File: src/core/pcc_pkg.sv
/*
 Package for the parameter channel codec: word layout, page index
 scrambling, description elements, designation ID bits, response codes.
 Assumes nothing beyond a SystemVerilog compiler.
*/
package pcc_pkg;
   // -----------------------------------------------------------------
   // channel layout
   // -----------------------------------------------------------------
   localparam int          PCC_WORD_W      = 16;
   localparam int          PCC_MAX_WORDS   = 4;
   localparam logic [2:0]  PCC_WORDS_16BIT = 3'h3;
   localparam logic [2:0]  PCC_WORDS_32BIT = 3'h4;
   localparam logic [1:0]  PCC_IDX_IDENT   = 2'h0;
   localparam logic [1:0]  PCC_IDX_INDEX   = 2'h1;
   localparam logic [1:0]  PCC_IDX_VALUE1  = 2'h2;
   localparam logic [1:0]  PCC_IDX_VALUE2  = 2'h3;
   localparam int          PCC_LINK_LIMIT  = 124;
   // -----------------------------------------------------------------
   // identifier word fields
   // -----------------------------------------------------------------
   localparam int          PCC_RESP_LSB    = 12;
   localparam int          PCC_PNUM_MSB    = 10;
   localparam logic [10:0] PCC_PNUM_MAX    = 11'h7CF;
   // -----------------------------------------------------------------
   // index word fields and page bit positions
   // -----------------------------------------------------------------
   localparam int          PCC_PG_A_BIT    = 15;
   localparam int          PCC_PG_D_BIT    = 14;
   localparam int          PCC_PG_C_BIT    = 13;
   localparam int          PCC_PG_B_BIT    = 12;
   localparam int          PCC_PG_F_BIT    = 11;
   localparam int          PCC_PG_E_BIT    = 10;
   localparam logic [16:0] PCC_PG_A_ADD    = 17'h007D0;
   localparam logic [16:0] PCC_PG_B_ADD    = 17'h00FA0;
   localparam logic [16:0] PCC_PG_C_ADD    = 17'h01F40;
   localparam logic [16:0] PCC_PG_D_ADD    = 17'h03E80;
   localparam logic [16:0] PCC_PG_E_ADD    = 17'h07D00;
   localparam logic [16:0] PCC_PG_F_ADD    = 17'h0FA00;
   localparam logic [16:0] PCC_PID_MAX     = 17'h0FFFF;
   localparam logic [7:0]  PCC_SUB_ALL     = 8'hFF;
   // -----------------------------------------------------------------
   // description elements
   // -----------------------------------------------------------------
   localparam logic [7:0]  PCC_EL_DESIG    = 8'h01;
   localparam logic [7:0]  PCC_EL_COUNT    = 8'h02;
   localparam logic [7:0]  PCC_EL_LOWER    = 8'h07;
   localparam logic [7:0]  PCC_EL_UPPER    = 8'h08;
   localparam logic [7:0]  PCC_EL_DEFAULT  = 8'h09;
   // -----------------------------------------------------------------
   // designation ID bits
   // -----------------------------------------------------------------
   localparam int          PCC_DS_TYPE_MSB = 7;
   localparam int          PCC_DS_SCALE    = 8;
   localparam int          PCC_DS_WPROT    = 9;
   localparam int          PCC_DS_TEXT     = 10;
   localparam int          PCC_DS_DIFFERS  = 12;
   localparam int          PCC_DS_RESETONLY= 13;
   localparam int          PCC_DS_ARRAY    = 14;
   localparam logic [15:0] PCC_DS_RSVD_MASK= 16'h8800;
   // -----------------------------------------------------------------
   // request / response codes
   // -----------------------------------------------------------------
   localparam logic [3:0]  PCC_RQ_NONE     = 4'h0;
   localparam logic [3:0]  PCC_RQ_READ     = 4'h1;
   localparam logic [3:0]  PCC_RQ_WRITE_W  = 4'h2;
   localparam logic [3:0]  PCC_RQ_WRITE_D  = 4'h3;
   localparam logic [3:0]  PCC_RQ_DESC     = 4'h4;
   localparam logic [3:0]  PCC_RS_NONE     = 4'h0;
   localparam logic [3:0]  PCC_RS_WORD     = 4'h1;
   localparam logic [3:0]  PCC_RS_DWORD    = 4'h2;
   localparam logic [3:0]  PCC_RS_DESC     = 4'h3;
   localparam logic [3:0]  PCC_RS_NOT_EXEC = 4'h7;
   localparam logic [15:0] PCC_ERR_BAD_ID  = 16'h0000;
   localparam logic [15:0] PCC_ERR_TYPE    = 16'h0005;
   localparam logic [15:0] PCC_ERR_SMALL   = 16'h0066;
   localparam logic [15:0] PCC_ERR_NOSUPP  = 16'h006A;

   typedef logic [PCC_WORD_W-1:0] pcc_word_t;
endpackage

File: src/core/pcc_link_if.sv
/*
 Interface joining the master end and the device end of the channel.
 Assumes both ends share clk; words move in parallel with a strobe.
*/
`timescale 1ns/100ps
interface pcc_link_if;
   import pcc_pkg::*;
   logic      req_valid;
   pcc_word_t req_word [PCC_MAX_WORDS];
   logic      rsp_valid;
   pcc_word_t rsp_word [PCC_MAX_WORDS];
   logic [2:0] channel_width_setting;

   modport master (output req_valid, output req_word,
                   output channel_width_setting,
                   input rsp_valid, input rsp_word);
   modport device (input req_valid, input req_word,
                   input channel_width_setting,
                   output rsp_valid, output rsp_word);
endinterface

File: src/core/pcc_device.sv
/*
 Device end of the acyclic parameter channel: decodes each request,
 looks up a small parameter store and returns a response telegram.
 Assumes the master holds request words stable while req_valid is high
 and that only one request is outstanding.
*/
`timescale 1ns/100ps
module pcc_device
   import pcc_pkg::*;
(
   input  wire logic        clk,
   input  wire logic        reset_n,
   pcc_link_if.device       link,
   input  wire logic [3:0]  process_word_count,
   output logic      [16:0] last_param_id,
   output logic             busy
);
   // -----------------------------------------------------------------
   // states and storage
   // -----------------------------------------------------------------
   typedef enum logic [2:0] {
      PCC_ST_IDLE  = 3'b001,
      PCC_ST_EXEC  = 3'b010,
      PCC_ST_HOLD  = 3'b100
   } pcc_state_t;

   localparam int PCC_STORE_N = 4;
   pcc_state_t state;
   pcc_state_t next_state;
   pcc_word_t  store [PCC_STORE_N];
   pcc_word_t  rsp   [PCC_MAX_WORDS];
   logic       rsp_v;

   // -----------------------------------------------------------------
   // request field split
   // -----------------------------------------------------------------
   wire pcc_word_t  ident  = link.req_word[PCC_IDX_IDENT];
   wire pcc_word_t  index  = link.req_word[PCC_IDX_INDEX];
   wire pcc_word_t  value1 = link.req_word[PCC_IDX_VALUE1];
   wire pcc_word_t  value2 = link.req_word[PCC_IDX_VALUE2];
   wire [3:0]  req_code   = ident[15:PCC_RESP_LSB];
   wire [10:0] param_number = ident[PCC_PNUM_MSB:0];
   wire [7:0]  subindex   = index[7:0];
   wire [2:0]  width      = link.channel_width_setting;
   wire        wide       = (width >= PCC_WORDS_32BIT);
   wire        narrow_ok  = (width >= PCC_WORDS_16BIT);
   // fixed-length channel: last value word is word 3 or 4, always
   // below the limit for up to 15 process words
   wire [7:0]  last_word  = wide ? 8'h04 : 8'h03;
   wire        len_ok     = (last_word <
                            (8'(PCC_LINK_LIMIT) - {4'h0,
                             process_word_count}));
   wire [16:0] param_id;
   wire        id_ok;

   pcc_page_decode u_page (
      .index_word   (index),
      .param_number (param_number),
      .param_id     (param_id),
      .id_ok        (id_ok)
   );

   // store slot from low ID bits; the store stands in for real params
   wire [1:0] slot = param_id[1:0];
   wire       is_array_slot = (slot == 2'h3);

   // designation ID of the addressed parameter
   wire pcc_word_t desig = {1'b0,                 // 15 reserved
                            is_array_slot,        // array
                            1'b0,                 // 13 reset only
                            (store[slot] != '0),  // differs
                            1'b0,                 // 11 reserved
                            1'b0,                 // no text
                            1'b0,                 // 9 write prot
                            1'b0,                 // 8 scaling
                            8'h06};               // data type

   // -----------------------------------------------------------------
   // request evaluation
   // -----------------------------------------------------------------
   // failures first, then the accepted request kinds
   wire       bad_sub   = (subindex == PCC_SUB_ALL);
   wire       bad_chan  = !narrow_ok || !len_ok;
   wire       bad_type  = (req_code == PCC_RQ_WRITE_D) && !wide;
   wire       known     = (req_code == PCC_RQ_READ)    ||
                          (req_code == PCC_RQ_WRITE_W) ||
                          (req_code == PCC_RQ_WRITE_D) ||
                          (req_code == PCC_RQ_DESC);
   wire       do_write  = (state == PCC_ST_EXEC) && id_ok &&
                          !bad_sub && !bad_chan && !bad_type &&
                          ((req_code == PCC_RQ_WRITE_W) ||
                           (req_code == PCC_RQ_WRITE_D));
   wire pcc_word_t wr_data = (req_code == PCC_RQ_WRITE_D) ? value2
                          : (wide ? value2 : value1);

   pcc_word_t desc_val;
   always_comb begin
      // description element selected by subindex
      if (subindex == PCC_EL_DESIG) begin
         desc_val = desig;
      end else if (subindex == PCC_EL_COUNT) begin
         desc_val = is_array_slot ? 16'h0004 : 16'h0000;
      end else if (subindex == PCC_EL_LOWER) begin
         desc_val = 16'h0000;
      end else if (subindex == PCC_EL_UPPER) begin
         desc_val = 16'hFFFF;
      end else if (subindex == PCC_EL_DEFAULT) begin
         desc_val = 16'h0000;
      end else begin
         desc_val = 16'h0000;
      end
   end
   wire desc_ok = (subindex == PCC_EL_DESIG) ||
                  (subindex == PCC_EL_COUNT) ||
                  (subindex == PCC_EL_LOWER) ||
                  (subindex == PCC_EL_UPPER) ||
                  (subindex == PCC_EL_DEFAULT);

   pcc_word_t next_rsp [PCC_MAX_WORDS];
   pcc_word_t answer;
   logic [3:0] code;
   logic [15:0] err;
   logic        fail;
   always_comb begin
      // build response words
      fail   = 1'b0;
      err    = PCC_ERR_NOSUPP;
      answer = store[slot];
      code   = wide ? PCC_RS_DWORD : PCC_RS_WORD;
      if (bad_chan) begin
         fail = 1'b1;
         err  = PCC_ERR_SMALL;
      end else if (!id_ok) begin
         fail = 1'b1;
         err  = PCC_ERR_BAD_ID;
      end else if (bad_sub || !known) begin
         fail = 1'b1;
         err  = PCC_ERR_NOSUPP;
      end else if (bad_type) begin
         fail = 1'b1;
         err  = PCC_ERR_TYPE;
      end else if (req_code == PCC_RQ_DESC) begin
         fail   = !desc_ok;
         answer = desc_val;
         code   = PCC_RS_DESC;
      end
      if (fail) begin
         code   = PCC_RS_NOT_EXEC;
         answer = err;
      end
      next_rsp[PCC_IDX_IDENT] = {code, ident[11:0]};
      next_rsp[PCC_IDX_INDEX] = index;
      // in a wide channel a 16-bit answer sits in word 4, word 3 zero
      next_rsp[PCC_IDX_VALUE1] = wide ? 16'h0000 : answer;
      next_rsp[PCC_IDX_VALUE2] = wide ? answer : 16'h0000;
   end

   // -----------------------------------------------------------------
   // sequencing
   // -----------------------------------------------------------------
   always_comb begin
      next_state = state;
      case (state)
         PCC_ST_IDLE: if (link.req_valid) next_state = PCC_ST_EXEC;
         PCC_ST_EXEC: next_state = PCC_ST_HOLD;
         PCC_ST_HOLD: if (!link.req_valid) next_state = PCC_ST_IDLE;
         default:     next_state = PCC_ST_IDLE;
      endcase
   end

   always_ff @(posedge clk or negedge reset_n) begin
      if (!reset_n) begin
         state <= PCC_ST_IDLE;
      end else begin
         state <= next_state;
      end
   end

   // response words latched once per request and held until it drops
   always_ff @(posedge clk or negedge reset_n) begin
      if (!reset_n) begin
         rsp_v         <= 1'b0;
         last_param_id <= '0;
         for (int i = 0; i < PCC_MAX_WORDS; i++) rsp[i] <= '0;
      end else if (state == PCC_ST_EXEC) begin
         rsp_v         <= 1'b1;
         last_param_id <= param_id;
         for (int i = 0; i < PCC_MAX_WORDS; i++) rsp[i] <= next_rsp[i];
      end else if (state == PCC_ST_IDLE) begin
         rsp_v <= 1'b0;
      end
   end

   // parameter store, one word per slot
   generate
      for (genvar g = 0; g < PCC_STORE_N; g++) begin : g_store
         always_ff @(posedge clk or negedge reset_n) begin
            if (!reset_n) begin
               store[g] <= '0;
            end else if (do_write && (slot == 2'(g))) begin
               store[g] <= wr_data;
            end
         end
      end
   endgenerate

   assign link.rsp_valid = rsp_v;
   assign link.rsp_word  = rsp;
   assign busy           = (state != PCC_ST_IDLE);
endmodule

File: src/core/pcc_page_decode.sv
/*
 Combines the scrambled page index and the in-page number into a full
 parameter ID. Purely combinational; assumes a 16-bit index word.
*/
`timescale 1ns/100ps
module pcc_page_decode
   import pcc_pkg::*;
(
   input  wire logic [15:0] index_word,
   input  wire logic [10:0] param_number,
   output logic      [16:0] param_id,
   output logic             id_ok
);
   // -----------------------------------------------------------------
   // page weights
   // -----------------------------------------------------------------
   // each page bit adds its own multiple of 2000; bits 9:8 are ignored
   wire [16:0] add_a = index_word[PCC_PG_A_BIT] ? PCC_PG_A_ADD : '0;
   wire [16:0] add_b = index_word[PCC_PG_B_BIT] ? PCC_PG_B_ADD : '0;
   wire [16:0] add_c = index_word[PCC_PG_C_BIT] ? PCC_PG_C_ADD : '0;
   wire [16:0] add_d = index_word[PCC_PG_D_BIT] ? PCC_PG_D_ADD : '0;
   wire [16:0] add_e = index_word[PCC_PG_E_BIT] ? PCC_PG_E_ADD : '0;
   wire [16:0] add_f = index_word[PCC_PG_F_BIT] ? PCC_PG_F_ADD : '0;
   wire [16:0] page  = add_a + add_b + add_c + add_d + add_e + add_f;

   // sum of page base and in-page number
   assign param_id = page + {6'h00, param_number};
   // in-page number above 1999 or ID past 65535 is refused
   assign id_ok    = (param_number <= PCC_PNUM_MAX) &&
                     (param_id <= PCC_PID_MAX);
endmodule

File: src/flat_wrapper.sv
// flat-port wrapper written by rule: the top's interface ports become plain ports
module pcc_device_flat import pcc_pkg::*;
  (clk, reset_n, process_word_count, last_param_id, busy, link_req_valid, link_req_word, link_channel_width_setting, link_rsp_valid, link_rsp_word);
  pcc_link_if link_i ();
  input  wire logic clk;
  input  wire logic reset_n;
  input  wire logic [3:0] process_word_count;
  output logic      [16:0] last_param_id;
  output logic busy;
  input wire logic [$bits(link_i.req_valid)-1:0] link_req_valid;
  input wire logic [$bits(link_i.req_word)-1:0] link_req_word;
  input wire logic [$bits(link_i.channel_width_setting)-1:0] link_channel_width_setting;
  output wire logic [$bits(link_i.rsp_valid)-1:0] link_rsp_valid;
  output wire logic [$bits(link_i.rsp_word)-1:0] link_rsp_word;
  assign link_i.req_valid = link_req_valid;
  assign link_i.req_word = {>>{link_req_word}};
  assign link_i.channel_width_setting = link_channel_width_setting;
  assign link_rsp_valid = link_i.rsp_valid;
  assign link_rsp_word = {>>{link_i.rsp_word}};
  pcc_device u_core (.clk(clk), .reset_n(reset_n), .link(link_i), .process_word_count(process_word_count), .last_param_id(last_param_id), .busy(busy));
endmodule
File: config.mk
export PLATFORM = sky130hd
export DESIGN_NAME = pcc_device_flat
export DESIGN_NICKNAME = d
export VERILOG_FILES = /design/src/core/pcc_pkg.sv /design/src/core/pcc_link_if.sv /design/src/core/pcc_device.sv /design/src/core/pcc_page_decode.sv /design/src/flat_wrapper.sv
export SDC_FILE = /design/constraint.sdc
export NUM_CORES = 1
export LEC_CHECK = 0
export ABC_AREA = 0
export BUFFER_PORTS_ARGS = -buffer_cell sky130_fd_sc_hd__buf_2
export CELL_PAD_IN_SITES_DETAIL_PLACEMENT = 0
export CELL_PAD_IN_SITES_GLOBAL_PLACEMENT = 1
export CORE_UTILIZATION = 30
export CTS_BUF_LIST = sky130_fd_sc_hd__clkbuf_8
export DETAILED_ROUTE_END_ITERATION = 7
export HOLD_SLACK_MARGIN = 0.15
export PLACE_DENSITY = 0.7
export SLEW_MARGIN = 25
export SYNTH_ARGS = -nofsm -noshare
export SYNTH_HDL_FRONTEND = slang
export SYNTH_HIERARCHICAL = 1
export SYNTH_SLANG_ARGS = --single-unit
export TNS_END_PERCENT = 5
File: constraint.sdc
create_clock -name clk -period 2.3 [get_ports clk]
set_clock_uncertainty 0.2 [all_clocks]
set_input_delay 0.115 -clock clk [delete_from_list [all_inputs] [get_ports clk]]
set_output_delay 0.115 -clock clk [all_outputs]
set_load 0.03 [all_outputs]
==> report_table.html <==
<table>
<tr><th>Metric</th><th>Value</th></tr>
<tr><th colspan="2">Outcome</th></tr>
<tr><td>Status</td><td>complete, but fails checks</td></tr>
<tr><td>Violations in the final reports</td><td>DRC, setup timing</td></tr>
<tr><th colspan="2">Logic synthesis</th></tr>
<tr><td>Area share of the leading cell type in the synthesized netlist</td><td>0.4637</td></tr>
<tr><td>Cell type with the highest aggregate area in the netlist</td><td>dfrtp_1</td></tr>
<tr><td>Basic-gate share of the synthesized area counting and, or, nand and nor cells</td><td>0.1538</td></tr>
<tr><td>Area share of fa/ha/maj cells after synthesis</td><td>0.09054</td></tr>
<tr><td>Portion of netlist area occupied by mux cells</td><td>0.1350</td></tr>
<tr><td>Seq cells post-synth</td><td>148</td></tr>
<tr><td>Primary flip-flop cell chosen by synthesis mapping</td><td>dfrtp_1</td></tr>
<tr><td>Fraction of the mapped netlist area in compound gates</td><td>0.09479</td></tr>
<tr><td>Share of synthesized area occupied by flip-flops and latches</td><td>0.4670</td></tr>
<tr><td>Dominant combinational cell family by area after synthesis</td><td>simple AND/OR/NAND/NOR gates</td></tr>
<tr><td>Synthesized netlist net count</td><td>874</td></tr>
<tr><td>Cell types with the highest counts after synthesis</td><td>170 x nand2_1, 147 x dfrtp_1, 55 x nor2_1</td></tr>
<tr><td>Synth cell types</td><td>71</td></tr>
<tr><td>Synthesized instance count</td><td>754</td></tr>
<tr><td>Syn avg cell area</td><td>10.52 um2</td></tr>
<tr><td>Ranking of synthesized cells by area</td><td>dfrtp_1 46%, nand2_1 8.0%, mux2_2 6.8%</td></tr>
<tr><td>Proportion of synthesized flip-flops having asynchronous set or reset</td><td>1.000</td></tr>
<tr><td>Most common cell in the netlist</td><td>nand2_1</td></tr>
<tr><td>Number of enable flip-flop cells after synthesis</td><td>0</td></tr>
<tr><td>Xor/xnor share of the synthesized area</td><td>0.01435</td></tr>
<tr><td>Post-synthesis instance area</td><td>7933 um2</td></tr>
<tr><td>Number of warning messages in the yosys log</td><td>6</td></tr>
<tr><th colspan="2">Clock network</th></tr>
<tr><td>Skew-Pair Late Insertion Delay</td><td>0.45 ns</td></tr>
<tr><td>Number of levels in the clock H-tree</td><td>4</td></tr>
<tr><td>CTS clock-pin slew for the worst setup and hold paths</td><td>0.10 ns</td></tr>
<tr><td>Maximum buffer depth of the clock tree</td><td>2</td></tr>
<tr><td>Root Driver</td><td>clkbuf_8</td></tr>
<tr><td>CTS Buf Count</td><td>17</td></tr>
<tr><td>TritonCTS Sinks</td><td>148</td></tr>
<tr><td>Clock tree from TritonCTS</td><td>built</td></tr>
<tr><th colspan="2">Detailed routing</th></tr>
<tr><td>Detailed-route wire length per cell</td><td>16.20 um</td></tr>
<tr><td>Avg Vias per Cell</td><td>4.659</td></tr>
<tr><td>Total vias in the final route</td><td>6597</td></tr>
<tr><td>Iteration-0 DRC count of the detailed router</td><td>303</td></tr>
<tr><td>Number of optimization iterations in the first detailed-route pass</td><td>6</td></tr>
<tr><td>Residual DRC</td><td>2</td></tr>
<tr><td>Post-DRT Antenna Nets</td><td>0</td></tr>
<tr><td>Total Wirelength</td><td>22940 um</td></tr>
<tr><th colspan="2">STA</th></tr>
<tr><td>Final slew viol count</td><td>0</td></tr>
<tr><td>Post-layout min period</td><td>3.909 ns</td></tr>
<tr><td>Total setup violations reported at the end of the flow</td><td>108</td></tr>
<tr><td>Unrepaired setup endpoints after global routing</td><td>yes</td></tr>
<tr><td>Slew headroom</td><td>0.5916</td></tr>
<tr><td>Final Hold Viols</td><td>0</td></tr>
<tr><td>Maximum achievable frequency</td><td>255.8 MHz</td></tr>
<tr><td>Final setup slack of the worst path</td><td>-1.609 ns</td></tr>
<tr><td>Transition time of the tightest slew-check pin</td><td>0.6126 ns</td></tr>
<tr><td>Final Cycle Share</td><td>1.700</td></tr>
<tr><td>Fin Setup TNS</td><td>-148.62 ns</td></tr>
<tr><th colspan="2">Placement</th></tr>
<tr><td>Setup Slack @ Placement</td><td>-2.200 ns</td></tr>
<tr><td>GPL Wtd Cong</td><td>0.8382</td></tr>
<tr><td>Cell total after placement</td><td>1291</td></tr>
<tr><td>Half-perimeter wire length after placement</td><td>16170 um</td></tr>
<tr><td>Total of buffers placed on input and output ports</td><td>151</td></tr>
<tr><th colspan="2">Worst setup path</th></tr>
<tr><td>Setup CP Type</td><td>in -&gt; reg</td></tr>
<tr><td>Data arrival at the endpoint of the critical path</td><td>4.07 ns</td></tr>
<tr><td>Critical-path cell with the highest stage delay</td><td>fa_1</td></tr>
<tr><td>Type of destination of the critical path</td><td>register</td></tr>
<tr><td>Series of cell instances along the critical path</td><td>buf_8 -&gt; clkinvlp_4 -&gt; fa_1 -&gt; inv_2 -&gt; fa_1 -&gt; inv_2 -&gt; fa_1 -&gt; inv_1 -&gt; ha_2 -&gt; a21o_1 -&gt; a21o_1 -&gt; a21oi_2 -&gt; o21ai_4 -&gt; mux2i_4 -&gt; o211ai_4 -&gt; nor4_4 -&gt; nor2b_4 -&gt; buf_8 -&gt; mux2_2</td></tr>
<tr><td>Slowest stage delay, CP</td><td>0.55 ns</td></tr>
<tr><td>Most repeated library cell on the critical path</td><td>fa_1</td></tr>
<tr><td>Startpoint Class</td><td>primary input</td></tr>
<tr><td>CP Data Required Time</td><td>2.46 ns</td></tr>
<tr><td>Crit Path Max Fanout</td><td>9</td></tr>
<tr><th colspan="2">Hold path</th></tr>
<tr><td>Path class of the lowest-slack min-delay path</td><td>in -&gt; reg</td></tr>
<tr><th colspan="2">Die</th></tr>
<tr><td>I/O pin total</td><td>157</td></tr>
<tr><td>Die W</td><td>164.6 um</td></tr>
<tr><td># rows</td><td>59</td></tr>
<tr><td>Full die area</td><td>27100 um2</td></tr>
<tr><td>Placeable Area</td><td>25980 um2</td></tr>
<tr><td>Vertical die dimension</td><td>164.6 um</td></tr>
<tr><td>Initial Util</td><td>0.3053</td></tr>
<tr><th colspan="2">Layout</th></tr>
<tr><td>Number of filler instances in the final layout</td><td>2493</td></tr>
<tr><td>Area added between synthesis and finish</td><td>45.43%</td></tr>
<tr><td>Final-stage net count</td><td>1187</td></tr>
<tr><td>Layout cells sized above 1</td><td>0.3907</td></tr>
<tr><td>Count of non-filler cells in the finished layout</td><td>1416</td></tr>
<tr><th colspan="2">Power</th></tr>
<tr><td>Power density over the cells</td><td>1004 nW/um2</td></tr>
<tr><td>Largest vdd supply drop</td><td>0.6124 mV</td></tr>
<tr><td>Leak pwr</td><td>5.677 nW</td></tr>
<tr><th colspan="2">Job</th></tr>
<tr><td>Number of maximum-capacitance violations</td><td>0</td></tr>
<tr><th colspan="2">GRT</th></tr>
<tr><td>Vias in the first global route</td><td>6611</td></tr>
<tr><td>Overall Global Routing Usage</td><td>0.1759</td></tr>
<tr><td>Wire length of the first global-routing pass</td><td>36430 um</td></tr>
<tr><td>Total overflow reported by the global router</td><td>0</td></tr>
<tr><td>Number of antenna violations at the first check in global routing</td><td>1</td></tr>
<tr><td>Largest net degree at the start of global routing</td><td>55</td></tr>
</table>
## kinds of logic (layout without fill, tap and decap cells)
| group | Yosys count | after routing |
|---|---|---|
| other | 1 | 2 |
| muxes | 81 | 81 |
| DFF | 148 | 148 |
| buffers and inverters | 82 | 408 |
| adders and majority gates | 46 | 46 |
| xor gates and xnor gates | 13 | 13 |
| AOI/OAI and AO/OA | 111 | 111 |
| and+or+nand+nor | 272 | 272 |
## where the power goes
part | total [mW] | leakage (nW) | internal, mW | switching [mW]
Combinational | 5.62 | 3.53 | 2.16 | 3.46
Sequential | 3.87 | 1.94 | 3.43 | 0.441
Clock | 2.09 | 0.208 | 0.911 | 1.18
## worst max-delay path, delay by kind of cell
kind / cells / cell delay (ns)
muxes: 2 / 0.56
AOI/OAI and AO/OA: 5 / 0.78
adders and majority gates: 4 / 1.68
buffers and inverters: 6 / 0.47
and+or+nand+nor: 2 / 0.43
## cell usage in the layout, fill, tap and decap left out, types with 4 or more instances in the layout
| cell type | count |
|---|---|
| a21o_1 | 4 |
| a21oi_1 | 34 |
| a21oi_2 | 7 |
| a22o_1 | 6 |
| buf_12 | 9 |
| buf_2 | 144 |
| buf_4 | 80 |
| buf_6 | 12 |
| buf_8 | 4 |
| clkbuf_8 | 17 |
| dfrtp_1 | 147 |
| dlygate4sd3_1 | 85 |
| fa_1 | 18 |
| ha_1 | 21 |
| ha_4 | 5 |
| inv_1 | 30 |
| inv_2 | 10 |
| inv_6 | 7 |
| inv_8 | 5 |
| mux2_2 | 34 |
| mux2_4 | 14 |
| mux2i_1 | 16 |
| mux4_2 | 16 |
| nand2_1 | 170 |
| nand2b_1 | 4 |
| nand3_1 | 4 |
| nand4_1 | 6 |
| nor2_1 | 39 |
| nor2_2 | 14 |
| nor4_1 | 4 |
| o21ai_0 | 8 |
| o21ai_1 | 20 |
| xnor2_1 | 5 |
| xor2_1 | 5 |
## registers in the layout, indices dropped and copies added (netlist names)
name,cells
u_core/store,64
u_core/last_param_id,17
u_core/link.rsp_valid,1
u_core/state,3
u_core/link.rsp_word,63
## metrics by stage
stage	total power [mW]	hold WS [ns]	util	cell area, um2
after CTS	11.48	0.1623	0.4372	11360
after global routing	12.35	0.1914	0.4440	11540
final	11.58	0.1945	0.4440	11540
after floorplan	7.263	-0.3806	-	8036
after global placement	9.013	-0.1060	0.3793	9857
after detailed placement	9.089	-0.09786	0.3793	9857
## metal layers
| metal | share of wire | vias to the layer above | global-route usage |
|---|---|---|---|
| li1 | - | 3204 | - |
| met1 | 0.48 | 3222 | 0.2471 |
| met2 | 0.47 | 154 | 0.2790 |
| met3 | 0.037 | 17 | 0.02938 |
| met4 | 0.013 | 0 | 0.04712 |
| met5 | 0 | - | 0 |
## final cells by class
class                   instances  area [um2]  share of cell area
multi-input cells             524        4263              0.3695
flip-flops and latches        148        3705              0.3211
repair buffers                336        2603              0.2256
well taps                     335       419.2             0.03633
clock buffers                  17       234.0             0.02028
clock inverters                15       156.4             0.01356
inverters                      40       153.9             0.01334
diodes                          1       2.502           0.0002169
## timing repair
item | in CTS | in global routing
pin swaps | 20 | 11
hold buffers | 85 | 0
endpoints found under the hold margin | 285 | 0
setup endpoints to repair | 108 | 108
cloned | 2 | 0
buffers inserted | 3 | 2
gates resized for setup | 67 | 43
## path summary, 6_finish.rpt
path | slack (ns) | to | cells after the start | start
setup / recovery | -1.61 | u_core/store[53]$_DFFE_PN0P_ | 19 | link_req_word[42]
hold / removal | 0.19 | u_core/link.rsp_word[41]$_DFFE_PN0P_ | 4 | link_req_word[41]
setup reg to reg | 0.03 | u_core/store[53]$_DFFE_PN0P_ | 6 | u_core/state[2]$_DFFE_PN0P_
hold reg to reg | 0.27 | u_core/last_param_id[16]$_DFFE_PN0P_ | 2 | u_core/last_param_id[16]$_DFFE_PN0P_
max in group asynchronous | 0.75 | u_core/state[0]$_DFFE_PN1P_ | 4 | reset_n
min in group asynchronous | 0.50 | u_core/link.rsp_word[15]$_DFFE_PN0P_ | 3 | reset_n
No activity file was read; power rests on OpenSTA's default activity.
